File: config.mk
export PLATFORM = sky130hd
export DESIGN_NAME = adcs_top
export DESIGN_NICKNAME = d
export VERILOG_FILES = /design/src/adcs_pkg.sv /design/src/adcs_top.sv
export SDC_FILE = /design/constraint.sdc
export NUM_CORES = 1
export LEC_CHECK = 0
export ABC_CLOCK_PERIOD_IN_PS = 6400
export CAP_MARGIN = 20
export CORE_ASPECT_RATIO = 1.1
export CORE_MARGIN = 2
export CORE_UTILIZATION = 30
export CTS_CLUSTER_DIAMETER = 200
export DETAILED_ROUTE_END_ITERATION = 8
export DONT_BUFFER_PORTS = 1
export PLACE_DENSITY_LB_ADDON = 0.3
export SYNTH_ARGS = -nofsm -noshare
export SYNTH_HDL_FRONTEND = slang
export SYNTH_SLANG_ARGS = --single-unit
File: constraint.sdc
create_clock -name pclk -period 6.4 [get_ports pclk]
set_input_delay 1.28 -clock pclk [delete_from_list [all_inputs] [get_ports pclk]]
set_output_delay 1.28 -clock pclk [all_outputs]
set_load 0.02 [all_outputs]
File: src/adcs_pkg.sv
// Package for the ADC sequencer with touchscreen control.
// Assumes a 100 MHz APB clock and 32-bit APB data.
`default_nettype none
package adcs_pkg;
  // Register byte offsets
  localparam logic [7:0] OFF_CTRL0 = 8'h00;
  localparam logic [7:0] OFF_CTRL1 = 8'h04;
  localparam logic [7:0] OFF_DELAY = 8'h08;
  localparam logic [7:0] OFF_THRESH = 8'h0c;
  localparam logic [7:0] OFF_STATUS = 8'h10;
  localparam logic [7:0] OFF_RES01 = 8'h14;
  localparam logic [7:0] OFF_RES67 = 8'h20;
  // Control word fields
  localparam int CFG_W = 15;
  localparam int B_START = 0;
  localparam int B_SINGLE = 1;
  localparam int B_CHAN = 2;
  localparam int B_GRP = 5;
  localparam int B_TRIG_IGN = 6;
  localparam int B_TRIG_EN = 7;
  localparam int B_DLY_EACH = 8;
  localparam int B_PULSE_EN = 9;
  localparam int B_PULSE8 = 10;
  localparam int B_CH7_UID = 11;
  localparam int B_TS = 12;
  localparam int B_THR_EN = 14;
  localparam int B_ALT = 23;
  // Status fields
  localparam int S_BUSY = 0;
  localparam int S_DONE0 = 1;
  localparam int S_DONE1 = 2;
  localparam int S_THR = 3;
  localparam int S_PEN = 4;
  localparam int S_OWNER = 5;
  // Widths and reset values
  localparam int RES_W = 10;
  localparam int DLY_W = 13;
  localparam logic [CFG_W-1:0] CFG_RST = 15'h0000;
  localparam logic [DLY_W-1:0] DLY_RST = 13'h0000;
  localparam logic [RES_W-1:0] THR_RST = 10'h3ff;
  // Timing
  localparam int CLK_NS = 10;
  localparam int US_NS = 1000;
  localparam int TICK_CYC = US_NS / CLK_NS;
  localparam int DLY_MAX_US = 8000;
  localparam int SMP_NS = 200;
  localparam int SMP_CYC = (SMP_NS + CLK_NS - 1) / CLK_NS;
  localparam int STEP_NS = 80;
  localparam int STEP_CYC = (STEP_NS + CLK_NS - 1) / CLK_NS;
  // Touchscreen readout modes
  typedef enum logic [1:0] {TS_OFF = 2'h0, TS_PEN = 2'h1, TS_RES = 2'h2, TS_POS = 2'h3} adcs_ts_t;
endpackage : adcs_pkg
`default_nettype wire

File: src/adcs_top.sv
// ADC sequencer: APB registers, two-host arbitration, SAR control,
// result store, threshold compare, pulse output and touchscreen drive.
// Assumes an external analog comparator, DAC and channel multiplexer.
`timescale 1ns/1ps
`default_nettype none
module adcs_top
  import adcs_pkg::*;
(
  // APB
  input wire logic pclk,
  input wire logic presetn,
  input wire logic psel,
  input wire logic penable,
  input wire logic pwrite,
  input wire logic [7:0] paddr,
  input wire logic [31:0] pwdata,
  output logic [31:0] prdata,
  output logic pready,
  output logic pslverr,
  // Pins from outside the clock domain
  input wire logic external_trigger_pin,
  input wire logic sar_comp_in,
  input wire logic pen_contact_in,
  // Analog front end control
  output logic sar_sample,
  output logic [RES_W-1:0] sar_dac,
  output logic [3:0] chan_sel,
  output logic group_select,
  output logic ch7_uid_sel,
  output logic thermistor_bias_en,
  output logic conversion_pulse_out,
  // Touchscreen plate drive
  output logic x_hi_en,
  output logic x_lo_en,
  output logic y_hi_en,
  output logic y_lo_en,
  output logic pen_bias_en,
  // Host notifications
  output logic busy,
  output logic [1:0] done_irq,
  output logic pen_irq
);

  typedef enum logic [1:0] {ST_IDLE, ST_DLY, ST_SMP, ST_CNV} adcs_state_t;

  ////////////////////////////////////////////////////////////////////////
  // Helpers

  function automatic logic [3:0] chan_of(input logic [CFG_W-1:0] c, input logic [2:0] s);
    logic [2:0] n;
    adcs_ts_t m;
    n = c[B_SINGLE] ? c[B_CHAN+:3] : s;
    m = adcs_ts_t'(c[B_TS+:2]);
    chan_of = {c[B_GRP], n};
    if (m == TS_RES || m == TS_POS) begin
      // X readings sense Y plate in position mode, X plate in resistive
      if (s < 3'h3) begin
        chan_of = (m == TS_POS) ? 4'he : 4'hc;
      end else if (s < 3'h6) begin
        chan_of = (m == TS_POS) ? 4'hc : 4'he;
      end else begin
        chan_of = 4'hd;
      end
    end
  endfunction : chan_of

  function automatic logic [DLY_W-1:0] dly_of(input logic [DLY_W-1:0] d);
    dly_of = (d > DLY_W'(DLY_MAX_US)) ? DLY_W'(DLY_MAX_US) : d;
  endfunction : dly_of

  ////////////////////////////////////////////////////////////////////////
  // Input synchronisers

  logic trg_s1_q, trg_s2_q, trg_s3_q;
  logic cmp_s1_q, cmp_s2_q;
  logic pen_s1_q, pen_s2_q;

  always_ff @(posedge pclk or negedge presetn) begin
    if (!presetn) begin
      trg_s1_q <= 1'b0;
      trg_s2_q <= 1'b0;
      trg_s3_q <= 1'b0;
      cmp_s1_q <= 1'b0;
      cmp_s2_q <= 1'b0;
      pen_s1_q <= 1'b0;
      pen_s2_q <= 1'b0;
    end else begin
      trg_s1_q <= external_trigger_pin;
      trg_s2_q <= trg_s1_q;
      trg_s3_q <= trg_s2_q;
      cmp_s1_q <= sar_comp_in;
      cmp_s2_q <= cmp_s1_q;
      pen_s1_q <= pen_contact_in;
      pen_s2_q <= pen_s1_q;
    end
  end

  ////////////////////////////////////////////////////////////////////////
  // APB decode and control registers

  logic [CFG_W-1:0] cfg_q [2];
  logic [DLY_W-1:0] dly_q;
  logic [RES_W-1:0] thr_q;
  logic wr_en, rd_setup, is_ctrl, mapped, tgt;

  assign pready = 1'b1;
  assign wr_en = psel && penable && pwrite;
  assign rd_setup = psel && !penable && !pwrite;
  assign is_ctrl = (paddr == OFF_CTRL0) || (paddr == OFF_CTRL1);
  assign mapped = (paddr[1:0] == 2'h0) && (paddr <= OFF_RES67);
  assign tgt = (paddr == OFF_CTRL1) ^ pwdata[B_ALT];
  assign pslverr = psel && penable && !mapped;

  always_ff @(posedge pclk or negedge presetn) begin
    if (!presetn) begin
      cfg_q[0] <= CFG_RST;
      cfg_q[1] <= CFG_RST;
    end else if (wr_en && is_ctrl) begin
      cfg_q[tgt] <= {pwdata[CFG_W-1:1], 1'b0};
    end
  end

  always_ff @(posedge pclk or negedge presetn) begin
    if (!presetn) begin
      dly_q <= DLY_RST;
      thr_q <= THR_RST;
    end else if (wr_en && paddr == OFF_DELAY) begin
      dly_q <= dly_of(pwdata[DLY_W-1:0]);
    end else if (wr_en && paddr == OFF_THRESH) begin
      thr_q <= pwdata[RES_W-1:0];
    end
  end

  ////////////////////////////////////////////////////////////////////////
  // Requests and arbitration

  adcs_state_t st_q;
  logic [1:0] pend_q, set_req, grant;
  logic last_q, owner_q, trg_set, pin_go, go, go_set;
  logic [CFG_W-1:0] act_q;

  assign trg_set = !cfg_q[0][B_TRIG_EN];
  // Pin edges count only when idle; commands queue instead
  assign pin_go = trg_s2_q && !trg_s3_q && (st_q == ST_IDLE)
      && cfg_q[trg_set][B_TRIG_EN] && !cfg_q[trg_set][B_TRIG_IGN];
  assign set_req[0] = wr_en && is_ctrl && pwdata[B_START] && !tgt;
  assign set_req[1] = wr_en && is_ctrl && pwdata[B_START] && tgt;

  always_comb begin
    go = 1'b0;
    go_set = 1'b0;
    grant = 2'h0;
    if (st_q == ST_IDLE) begin
      if (pin_go) begin
        go = 1'b1;
        go_set = trg_set;
      end else if (pend_q != 2'h0) begin
        go = 1'b1;
        go_set = pend_q[!last_q] ? !last_q : last_q;
        grant[go_set] = 1'b1;
      end
    end
  end

  always_ff @(posedge pclk or negedge presetn) begin
    if (!presetn) begin
      pend_q <= 2'h0;
      last_q <= 1'b1;
    end else begin
      pend_q <= (pend_q & ~grant) | set_req;
      if (go) begin
        last_q <= go_set;
      end
    end
  end

  ////////////////////////////////////////////////////////////////////////
  // Timebase: one-microsecond enable

  logic [6:0] tick_q;
  logic us_tick;

  assign us_tick = (tick_q == 7'(TICK_CYC - 1));

  always_ff @(posedge pclk or negedge presetn) begin
    if (!presetn) begin
      tick_q <= 7'h00;
    end else begin
      tick_q <= us_tick ? 7'h00 : tick_q + 7'h01;
    end
  end

  ////////////////////////////////////////////////////////////////////////
  // Sequencer and SAR

  logic [DLY_W-1:0] cnt_q;
  logic [2:0] slot_q;
  logic [3:0] bit_q;
  logic [RES_W-1:0] sar_q, trial, result;
  logic step, last_bit, store, last_slot, gap;

  assign trial = sar_q | (RES_W'(1) << bit_q);
  assign step = (st_q == ST_CNV) && (cnt_q == DLY_W'(STEP_CYC - 1));
  assign last_bit = (bit_q == 4'h0);
  assign result = cmp_s2_q ? trial : sar_q;
  assign store = step && last_bit;
  assign last_slot = (slot_q == 3'h7);
  assign gap = act_q[B_DLY_EACH] && (dly_q != DLY_RST);

  always_ff @(posedge pclk or negedge presetn) begin
    if (!presetn) begin
      st_q <= ST_IDLE;
      cnt_q <= DLY_RST;
      slot_q <= 3'h0;
      bit_q <= 4'h0;
      sar_q <= '0;
      act_q <= CFG_RST;
      owner_q <= 1'b0;
    end else begin
      unique case (st_q)
        ST_IDLE: begin
          if (go) begin
            act_q <= cfg_q[go_set];
            owner_q <= go_set;
            slot_q <= 3'h0;
            cnt_q <= dly_of(dly_q);
            st_q <= (dly_q == DLY_RST) ? ST_SMP : ST_DLY;
          end
        end
        ST_DLY: begin
          if (cnt_q == DLY_RST) begin
            st_q <= ST_SMP;
          end else if (us_tick) begin
            cnt_q <= cnt_q - DLY_W'(1);
          end
        end
        ST_SMP: begin
          if (cnt_q >= DLY_W'(SMP_CYC - 1)) begin
            st_q <= ST_CNV;
            cnt_q <= DLY_RST;
            bit_q <= 4'(RES_W - 1);
            sar_q <= '0;
          end else begin
            cnt_q <= cnt_q + DLY_W'(1);
          end
        end
        ST_CNV: begin
          cnt_q <= step ? DLY_RST : cnt_q + DLY_W'(1);
          if (step) begin
            sar_q <= result;
            bit_q <= bit_q - 4'h1;
            if (last_bit) begin
              slot_q <= slot_q + 3'h1;
              cnt_q <= gap ? dly_of(dly_q) : DLY_RST;
              st_q <= last_slot ? ST_IDLE : (gap ? ST_DLY : ST_SMP);
            end
          end
        end
      endcase
    end
  end

  ////////////////////////////////////////////////////////////////////////
  // Results, threshold and done flags

  logic [RES_W-1:0] res_q [8];
  logic thr_hit_q, pen_q;
  logic [1:0] done_q;
  logic st_clr;

  assign st_clr = wr_en && (paddr == OFF_STATUS);

  always_ff @(posedge pclk or negedge presetn) begin
    if (!presetn) begin
      for (int i = 0; i < 8; i++) begin
        res_q[i] <= '0;
      end
    end else if (store) begin
      res_q[slot_q] <= result;
    end
  end

  // Hardware set wins over a same-cycle software clear
  always_ff @(posedge pclk or negedge presetn) begin
    if (!presetn) begin
      thr_hit_q <= 1'b0;
      done_q <= 2'h0;
      pen_q <= 1'b0;
    end else begin
      if (store && act_q[B_THR_EN] && result > thr_q) begin
        thr_hit_q <= 1'b1;
      end else if (st_clr && pwdata[S_THR]) begin
        thr_hit_q <= 1'b0;
      end
      for (int i = 0; i < 2; i++) begin
        if (store && last_slot && owner_q == i[0]) begin
          done_q[i] <= 1'b1;
        end else if (st_clr && pwdata[S_DONE0 + i]) begin
          done_q[i] <= 1'b0;
        end
      end
      if (pen_bias_en && pen_s2_q) begin
        pen_q <= 1'b1;
      end else if (st_clr && pwdata[S_PEN]) begin
        pen_q <= 1'b0;
      end
    end
  end

  ////////////////////////////////////////////////////////////////////////
  // Pulse output

  logic pulse_q;

  always_ff @(posedge pclk or negedge presetn) begin
    if (!presetn) begin
      pulse_q <= 1'b0;
    end else if (st_q == ST_SMP && slot_q == 3'h0 && act_q[B_PULSE_EN]) begin
      pulse_q <= 1'b1;
    end else if (store && (last_slot || (slot_q == 3'h3 && !act_q[B_PULSE8]))) begin
      pulse_q <= 1'b0;
    end
  end

  ////////////////////////////////////////////////////////////////////////
  // Analog and plate drive outputs

  adcs_ts_t ts_act, ts_idle;
  logic conv;

  assign ts_act = adcs_ts_t'(act_q[B_TS+:2]);
  assign ts_idle = adcs_ts_t'(cfg_q[0][B_TS+:2] | cfg_q[1][B_TS+:2]);
  assign conv = (st_q == ST_SMP) || (st_q == ST_CNV);

  always_ff @(posedge pclk or negedge presetn) begin
    if (!presetn) begin
      sar_sample <= 1'b0;
      sar_dac <= '0;
      chan_sel <= 4'h0;
      group_select <= 1'b0;
      ch7_uid_sel <= 1'b0;
      thermistor_bias_en <= 1'b0;
      conversion_pulse_out <= 1'b0;
      busy <= 1'b0;
      done_irq <= 2'h0;
      pen_irq <= 1'b0;
    end else begin
      sar_sample <= (st_q == ST_SMP);
      sar_dac <= (st_q == ST_CNV) ? trial : '0;
      chan_sel <= chan_of(act_q, slot_q);
      group_select <= act_q[B_GRP];
      ch7_uid_sel <= act_q[B_CH7_UID];
      thermistor_bias_en <= conv;
      conversion_pulse_out <= pulse_q;
      busy <= (st_q != ST_IDLE);
      done_irq <= done_q;
      pen_irq <= pen_q;
    end
  end

  always_ff @(posedge pclk or negedge presetn) begin
    if (!presetn) begin
      {x_hi_en, x_lo_en, y_hi_en, y_lo_en, pen_bias_en} <= 5'h00;
    end else if (st_q == ST_IDLE) begin
      // Pen bias on Y, X grounded; converter stays idle
      pen_bias_en <= (ts_idle == TS_PEN);
      {x_hi_en, x_lo_en, y_hi_en, y_lo_en} <= {1'b0, ts_idle == TS_PEN, 2'h0};
    end else if (ts_act == TS_RES || ts_act == TS_POS) begin
      pen_bias_en <= 1'b0;
      if (slot_q < 3'h3) begin
        {x_hi_en, x_lo_en, y_hi_en, y_lo_en} <= 4'hc;
      end else if (slot_q < 3'h6) begin
        {x_hi_en, x_lo_en, y_hi_en, y_lo_en} <= 4'h3;
      end else begin
        {x_hi_en, x_lo_en, y_hi_en, y_lo_en} <= 4'h9;
      end
    end else begin
      {x_hi_en, x_lo_en, y_hi_en, y_lo_en, pen_bias_en} <= 5'h00;
    end
  end

  ////////////////////////////////////////////////////////////////////////
  // Read data, captured in the setup phase

  logic [31:0] rd_d;
  logic [2:0] pair;

  assign pair = 3'((paddr - OFF_RES01) >> 1);

  always_comb begin
    rd_d = 32'h0;
    if (paddr == OFF_CTRL0 || paddr == OFF_CTRL1) begin
      rd_d[CFG_W-1:0] = cfg_q[paddr == OFF_CTRL1];
    end else if (paddr == OFF_DELAY) begin
      rd_d[DLY_W-1:0] = dly_q;
    end else if (paddr == OFF_THRESH) begin
      rd_d[RES_W-1:0] = thr_q;
    end else if (paddr == OFF_STATUS) begin
      rd_d[S_BUSY] = (st_q != ST_IDLE);
      rd_d[S_DONE0] = done_q[0];
      rd_d[S_DONE1] = done_q[1];
      rd_d[S_THR] = thr_hit_q;
      rd_d[S_PEN] = pen_q;
      rd_d[S_OWNER] = owner_q;
    end else if (mapped && paddr >= OFF_RES01) begin
      rd_d[2*RES_W-1:0] = {res_q[pair | 3'h1], res_q[pair]};
    end
  end

  always_ff @(posedge pclk or negedge presetn) begin
    if (!presetn) begin
      prdata <= 32'h0;
    end else if (rd_setup) begin
      prdata <= rd_d;
    end
  end

endmodule : adcs_top
`default_nettype wire

# Word-level counts from Yosys, hierarchy flattened
# Index checks and enable logic that the tools add are counted.
# op_classes
n_bitwise	15
n_mux	112
n_reduce_logical	74
magnitude_cmp	20
n_eq_ne	21
shift	1
addsub	6
# op_table
operator	count
$mux W13	11
$mux W15	8
$mux W10	11
$mux W20	5
$bwmux W80	1
$bmux W10 S3	2
$pmux W13 S4	1
$logic_and A1 B1 Y1	38
$mux W1	35
$bwmux W30	1
$demux W10 S3	1
$mux W2	15
$gt A13 B13 Y1 const B	2
$logic_not A13 Y1	2
$mux W8	3
$pmux W10 S2	1
$reduce_bool A2 Y1	9
$eq A8 B4 Y1 const B	2
$demux W15 S1	1
$mux W14	1
$mux W7	2
$ne A2 B2 Y1 const B	7
$add A13 B1 Y13 const B	1
$eq A13 B3 Y1 const B	1
other kinds (52)	88
# totals
register_bits	251

# Depth between registers and ports, before layout
# logic_depth
ltp_word	14
depth_mapped	11
mapped_depth_nobuf	11

# Worst setup path after synthesis
# OpenSTA, ideal clock, no wires.
# synth_timing
kind	input port to output port
from	in paddr[2]
to	out pslverr
stages	7
arrival_time_ps	2710
path_buffers	2
slack_ps	2410
cell_sequence	buf_1 inv_1 ha_1 clkbuf_1 nand2b_1 a21oi_1 nor2_1
# synth_between
elab_chain_len	4
# synth_rtl
item	line_no	source
start, declared	adcs_top.sv:15	input wire logic [7:0] paddr,
$le A8 B6 Y1	adcs_top.sv:110	assign mapped = (paddr[1:0] == 2'h0) && (paddr <= OFF_RES67);
$logic_and A1 B1 Y1	adcs_top.sv:110	
$logic_not A1 Y1	adcs_top.sv:112	assign pslverr = psel && penable && !mapped;
$logic_and A1 B1 Y1	adcs_top.sv:112	
end, declared	adcs_top.sv:19	output logic pslverr,
# No other way between the ends.

# Worst setup path in the final report
# layout_timing
from	reg cnt_q[9]
to	reg res_q[63] (netlist bit)
# layout_between
elab_chain_len	3
# layout_rtl
item	line_no	source
start, declared	adcs_top.sv:196	logic [DLY_W-1:0] cnt_q;
start signal, assigned	adcs_top.sv:226	cnt_q <= dly_of(dly_q);
start signal, assigned	adcs_top.sv:234	cnt_q <= cnt_q - DLY_W'(1);
start signal, assigned	adcs_top.sv:244	cnt_q <= cnt_q + DLY_W'(1);
$eq A13 B3 Y1	adcs_top.sv:203	assign step = (st_q == ST_CNV) && (cnt_q == DLY_W'(STEP_CYC - 1));
$logic_and A1 B1 Y1	adcs_top.sv:203	
$logic_and A1 B1 Y1	adcs_top.sv:206	assign store = step && last_bit;
end signal, assigned by index	adcs_top.sv:279	res_q[slot_q] <= result;
end, declared	adcs_top.sv:266	logic [RES_W-1:0] res_q [8];
# No other way between the ends.
# A chain may end at the register's enable or synchronous reset.

==> impl_results.md <==
* Status: finished, final reports clean
* Critical Path RT at 6.80 ns
* CP max-delay cell: nor4_4
* Flops & latches, synth at 246
* Fmax at 254 MHz
* EDFF count, synth at 0
* Post-CTS Setup Bufs at 0
* Input/output buffers at 0
* Final wirelength at 34100 µm
* Top-count cell post-synth: dfrtp_1
* DRC errors left at 0
* Final Critical Period at 3.94 ns
* Worst hold path class: reg2reg
* Max Clock Skew at 0.0118 ns
* Clock transition at path regs at 0.06 ns
* DP HPWL at 23900 µm
* CP Cell Sequence: or4_1 > nor4_4 > and2_1 > nand4_1 > nand2_1 > o21ai_1
* Fraction of layout cells with a size suffix above 1 at 13.2%
* Unrepaired setup endpoints after global routing: no
* Worst Tran Pin Value at 1.04 ns
* First-pass iteration count of the detailed router at 5
* Final net count at 1219
* Vias/cell at 5.27
* Clock Path Buffers at 3
* Final instance area at 13400 µm²
* Area contributors post-synth: dfrtp_1, nand2_1, mux2_2
* Worst path max stage delay at 0.94 ns
* First-pass GRT wire length at 53500 µm
* # hold bufs at CTS at 0
* Synthesized cell area at 12000 µm²
* Yosys cell types at 71
* Vias in the first global route at 8793
* GRT Total Usage at 16.5%
* Number of H-tree levels at 1
* Final setup violation count at 0
* Mean Syn Cell Area at 10.3 µm²
* Antenna Violating Nets Remaining at 0
* Top Ports at 110
* Row cnt at 76
* Chip Width at 195 µm
* Vias post-DR at 8821
* Commonest cells in the netlist: dfrtp_1, nand2_1, nor2_1, o21ai_1, a21oi_1
* Cells after synthesis at 1166
* P&R area growth vs syn at 11.9%
* Leading area contributor after synthesis: dfrtp_1
* Relative slew margins at 30.8%
* CTS tree: done
* Root Buffer: clkbuf_16
* ANT cells at 0
* Core area at 39300 µm²
* Setup TNS at 0 ns
* Initial DRC count at 660
* Synth Warn # at 0
* Routed len/inst at 20.4 µm
* Maxcap violations at 0
* Full die area at 41600 µm²
* CP startpoint kind: register
* Leakage at 5.86 nW
* Post_cts resized at 0
* Seq/Total Area, Yosys at 51.5%
* Crit-path max FO at 20
* Share of flip-flops with an asynchronous set or reset at 100%
* Placed instance area at 12400 µm²
* Top_reg_cell synth: dfrtp_1
* Placer congestion estimate at 0.834
* Largest net degree at the start of global routing at 247
* Initial antenna violation count at 0
* Grt total ovfl at 0
* Tcrit/Tclk final at 61.6%
* Post-synth top area share at 49.1%
* VDD IR max at 0.000187 V
* Die height at 214 µm
* Power per Cell Area at 321 nW/µm²
* Worst EP arrival at 4.35 ns
* Pwr Total at 4.30 mW
* Worst Setup Path Type: reg2reg
* Clock Latency Late Sink at 0.56 ns
* CTS Buf Count at 28
* Starting Density at 30.5%
* Count of final hold-check violations at 0
* Sinks on Clock Net at 246
* Slew Limit Fails at 0
* Crit end category: register
[final timing paths]
check | startpoint | endpoint | slack (ns) | cells after the start
min in group asynchronous | presetn | cmp_s1_q$_DFF_PN0_ | 0.44 | 0
worst min-delay path | pen_s1_q$_DFF_PN0_ | pen_s2_q$_DFF_PN0_ | 0.35 | 0
worst max-delay path | cnt_q[9]$_DFFE_PN0P_ | res_q[63]$_DFFE_PN0P_ | 2.46 | 6
max in group asynchronous | presetn | cnt_q[12]$_DFFE_PN0P_ | 5.44 | 0
worst max register to register | cnt_q[9]$_DFFE_PN0P_ | res_q[63]$_DFFE_PN0P_ | 2.46 | 6
worst min register to register | pen_s1_q$_DFF_PN0_ | pen_s2_q$_DFF_PN0_ | 0.35 | 0
[flip-flops by register name, summed over array words and instances (netlist names), 2 cells and up]
name      count
act_q        12
bit_q         4
cfg_q        28
chan_sel      4
cnt_q        13
dly_q        13
done_irq      2
done_q        2
pend_q        2
prdata       20
res_q        80
sar_dac      10
sar_q        10
slot_q        3
st_q          2
thr_q        10
tick_q        7
[through the flow]
stage / setup WS (ns) / utilization [%] / std cells / hold WS [ns]
final: 2.46 / 34.1 / 1673 / 0.347
after global routing: 2.12 / 34.1 / 1673 / 0.353
after CTS: 2.39 / 34.1 / 1672 / 0.350
after detailed placement: 2.42 / 31.5 / 1620 / 0.337
after global placement: 2.43 / 31.5 / 1620 / 0.331
after floorplan: 2.41 / - / 1177 / 0.331
[worst max-delay path: cells and delay by family (launching register included)]
| kind | cells | cell delay, ns |
|---|---|---|
| AO/OA/AOI/OAI | 1 | 0.10 |
| AND/OR/NAND/NOR | 5 | 3.18 |
| flip-flops | 1 | 0.50 |
[layout by cell type (no fill, tap or decap), types with 12 or more instances in the layout]
master	n
dfrtp_1	235
nand2_1	142
nor2_1	92
o21ai_1	74
a21oi_1	62
o21ai_0	55
inv_1	42
mux2_2	41
clkbuf_16	28
ha_1	27
nand3_1	24
nor3_1	20
mux4_2	20
xnor2_1	16
buf_4	16
a22oi_1	15
mux2i_1	14
a22o_1	14
o22ai_1	13
conb_1	13
a221oi_1	12
[final cells by class]
class	count	area, µm²
timing repair buffer	17	135
fill	3988	25900
tap	507	634
sequential	246	6170
multi-input combinational	808	5300
inverter	43	161
clock buffer	37	785
clock inverter	15	220
[layer usage]
metal / vias up / part of all wire [%] / GRT usage (%)
li1: 4129 / - / -
met1: 4423 / 43 / 22.1
met2: 221 / 49 / 28.1
met3: 48 / 5.6 / 2.61
met4: 0 / 2.2 / 4.19
met5: - / 0 / 0
[logic make-up after synthesis]
kind of cell    Yosys count  share of synthesized area, %
buf+inv                 123                          4.65
other cells               2                        0.0627
compound gates          309                          15.9
xor+xnor                 22                          1.67
flops                   246                          51.5
simple gates            352                          13.7
mux                      85                          9.72
fa+ha+maj                27                          2.82
[power breakdown]
part | switching (mW) | total [mW] | internal (mW) | leakage [nW]
Sequential | 0.163 | 1.81 | 1.64 | 3.27
Clock | 0.668 | 1.73 | 1.06 | 0.491
Combinational | 0.479 | 0.759 | 0.281 | 2.10
Total | 1.31 | 4.30 | 2.99 | 5.86
Power figures use the tool's default switching activity.
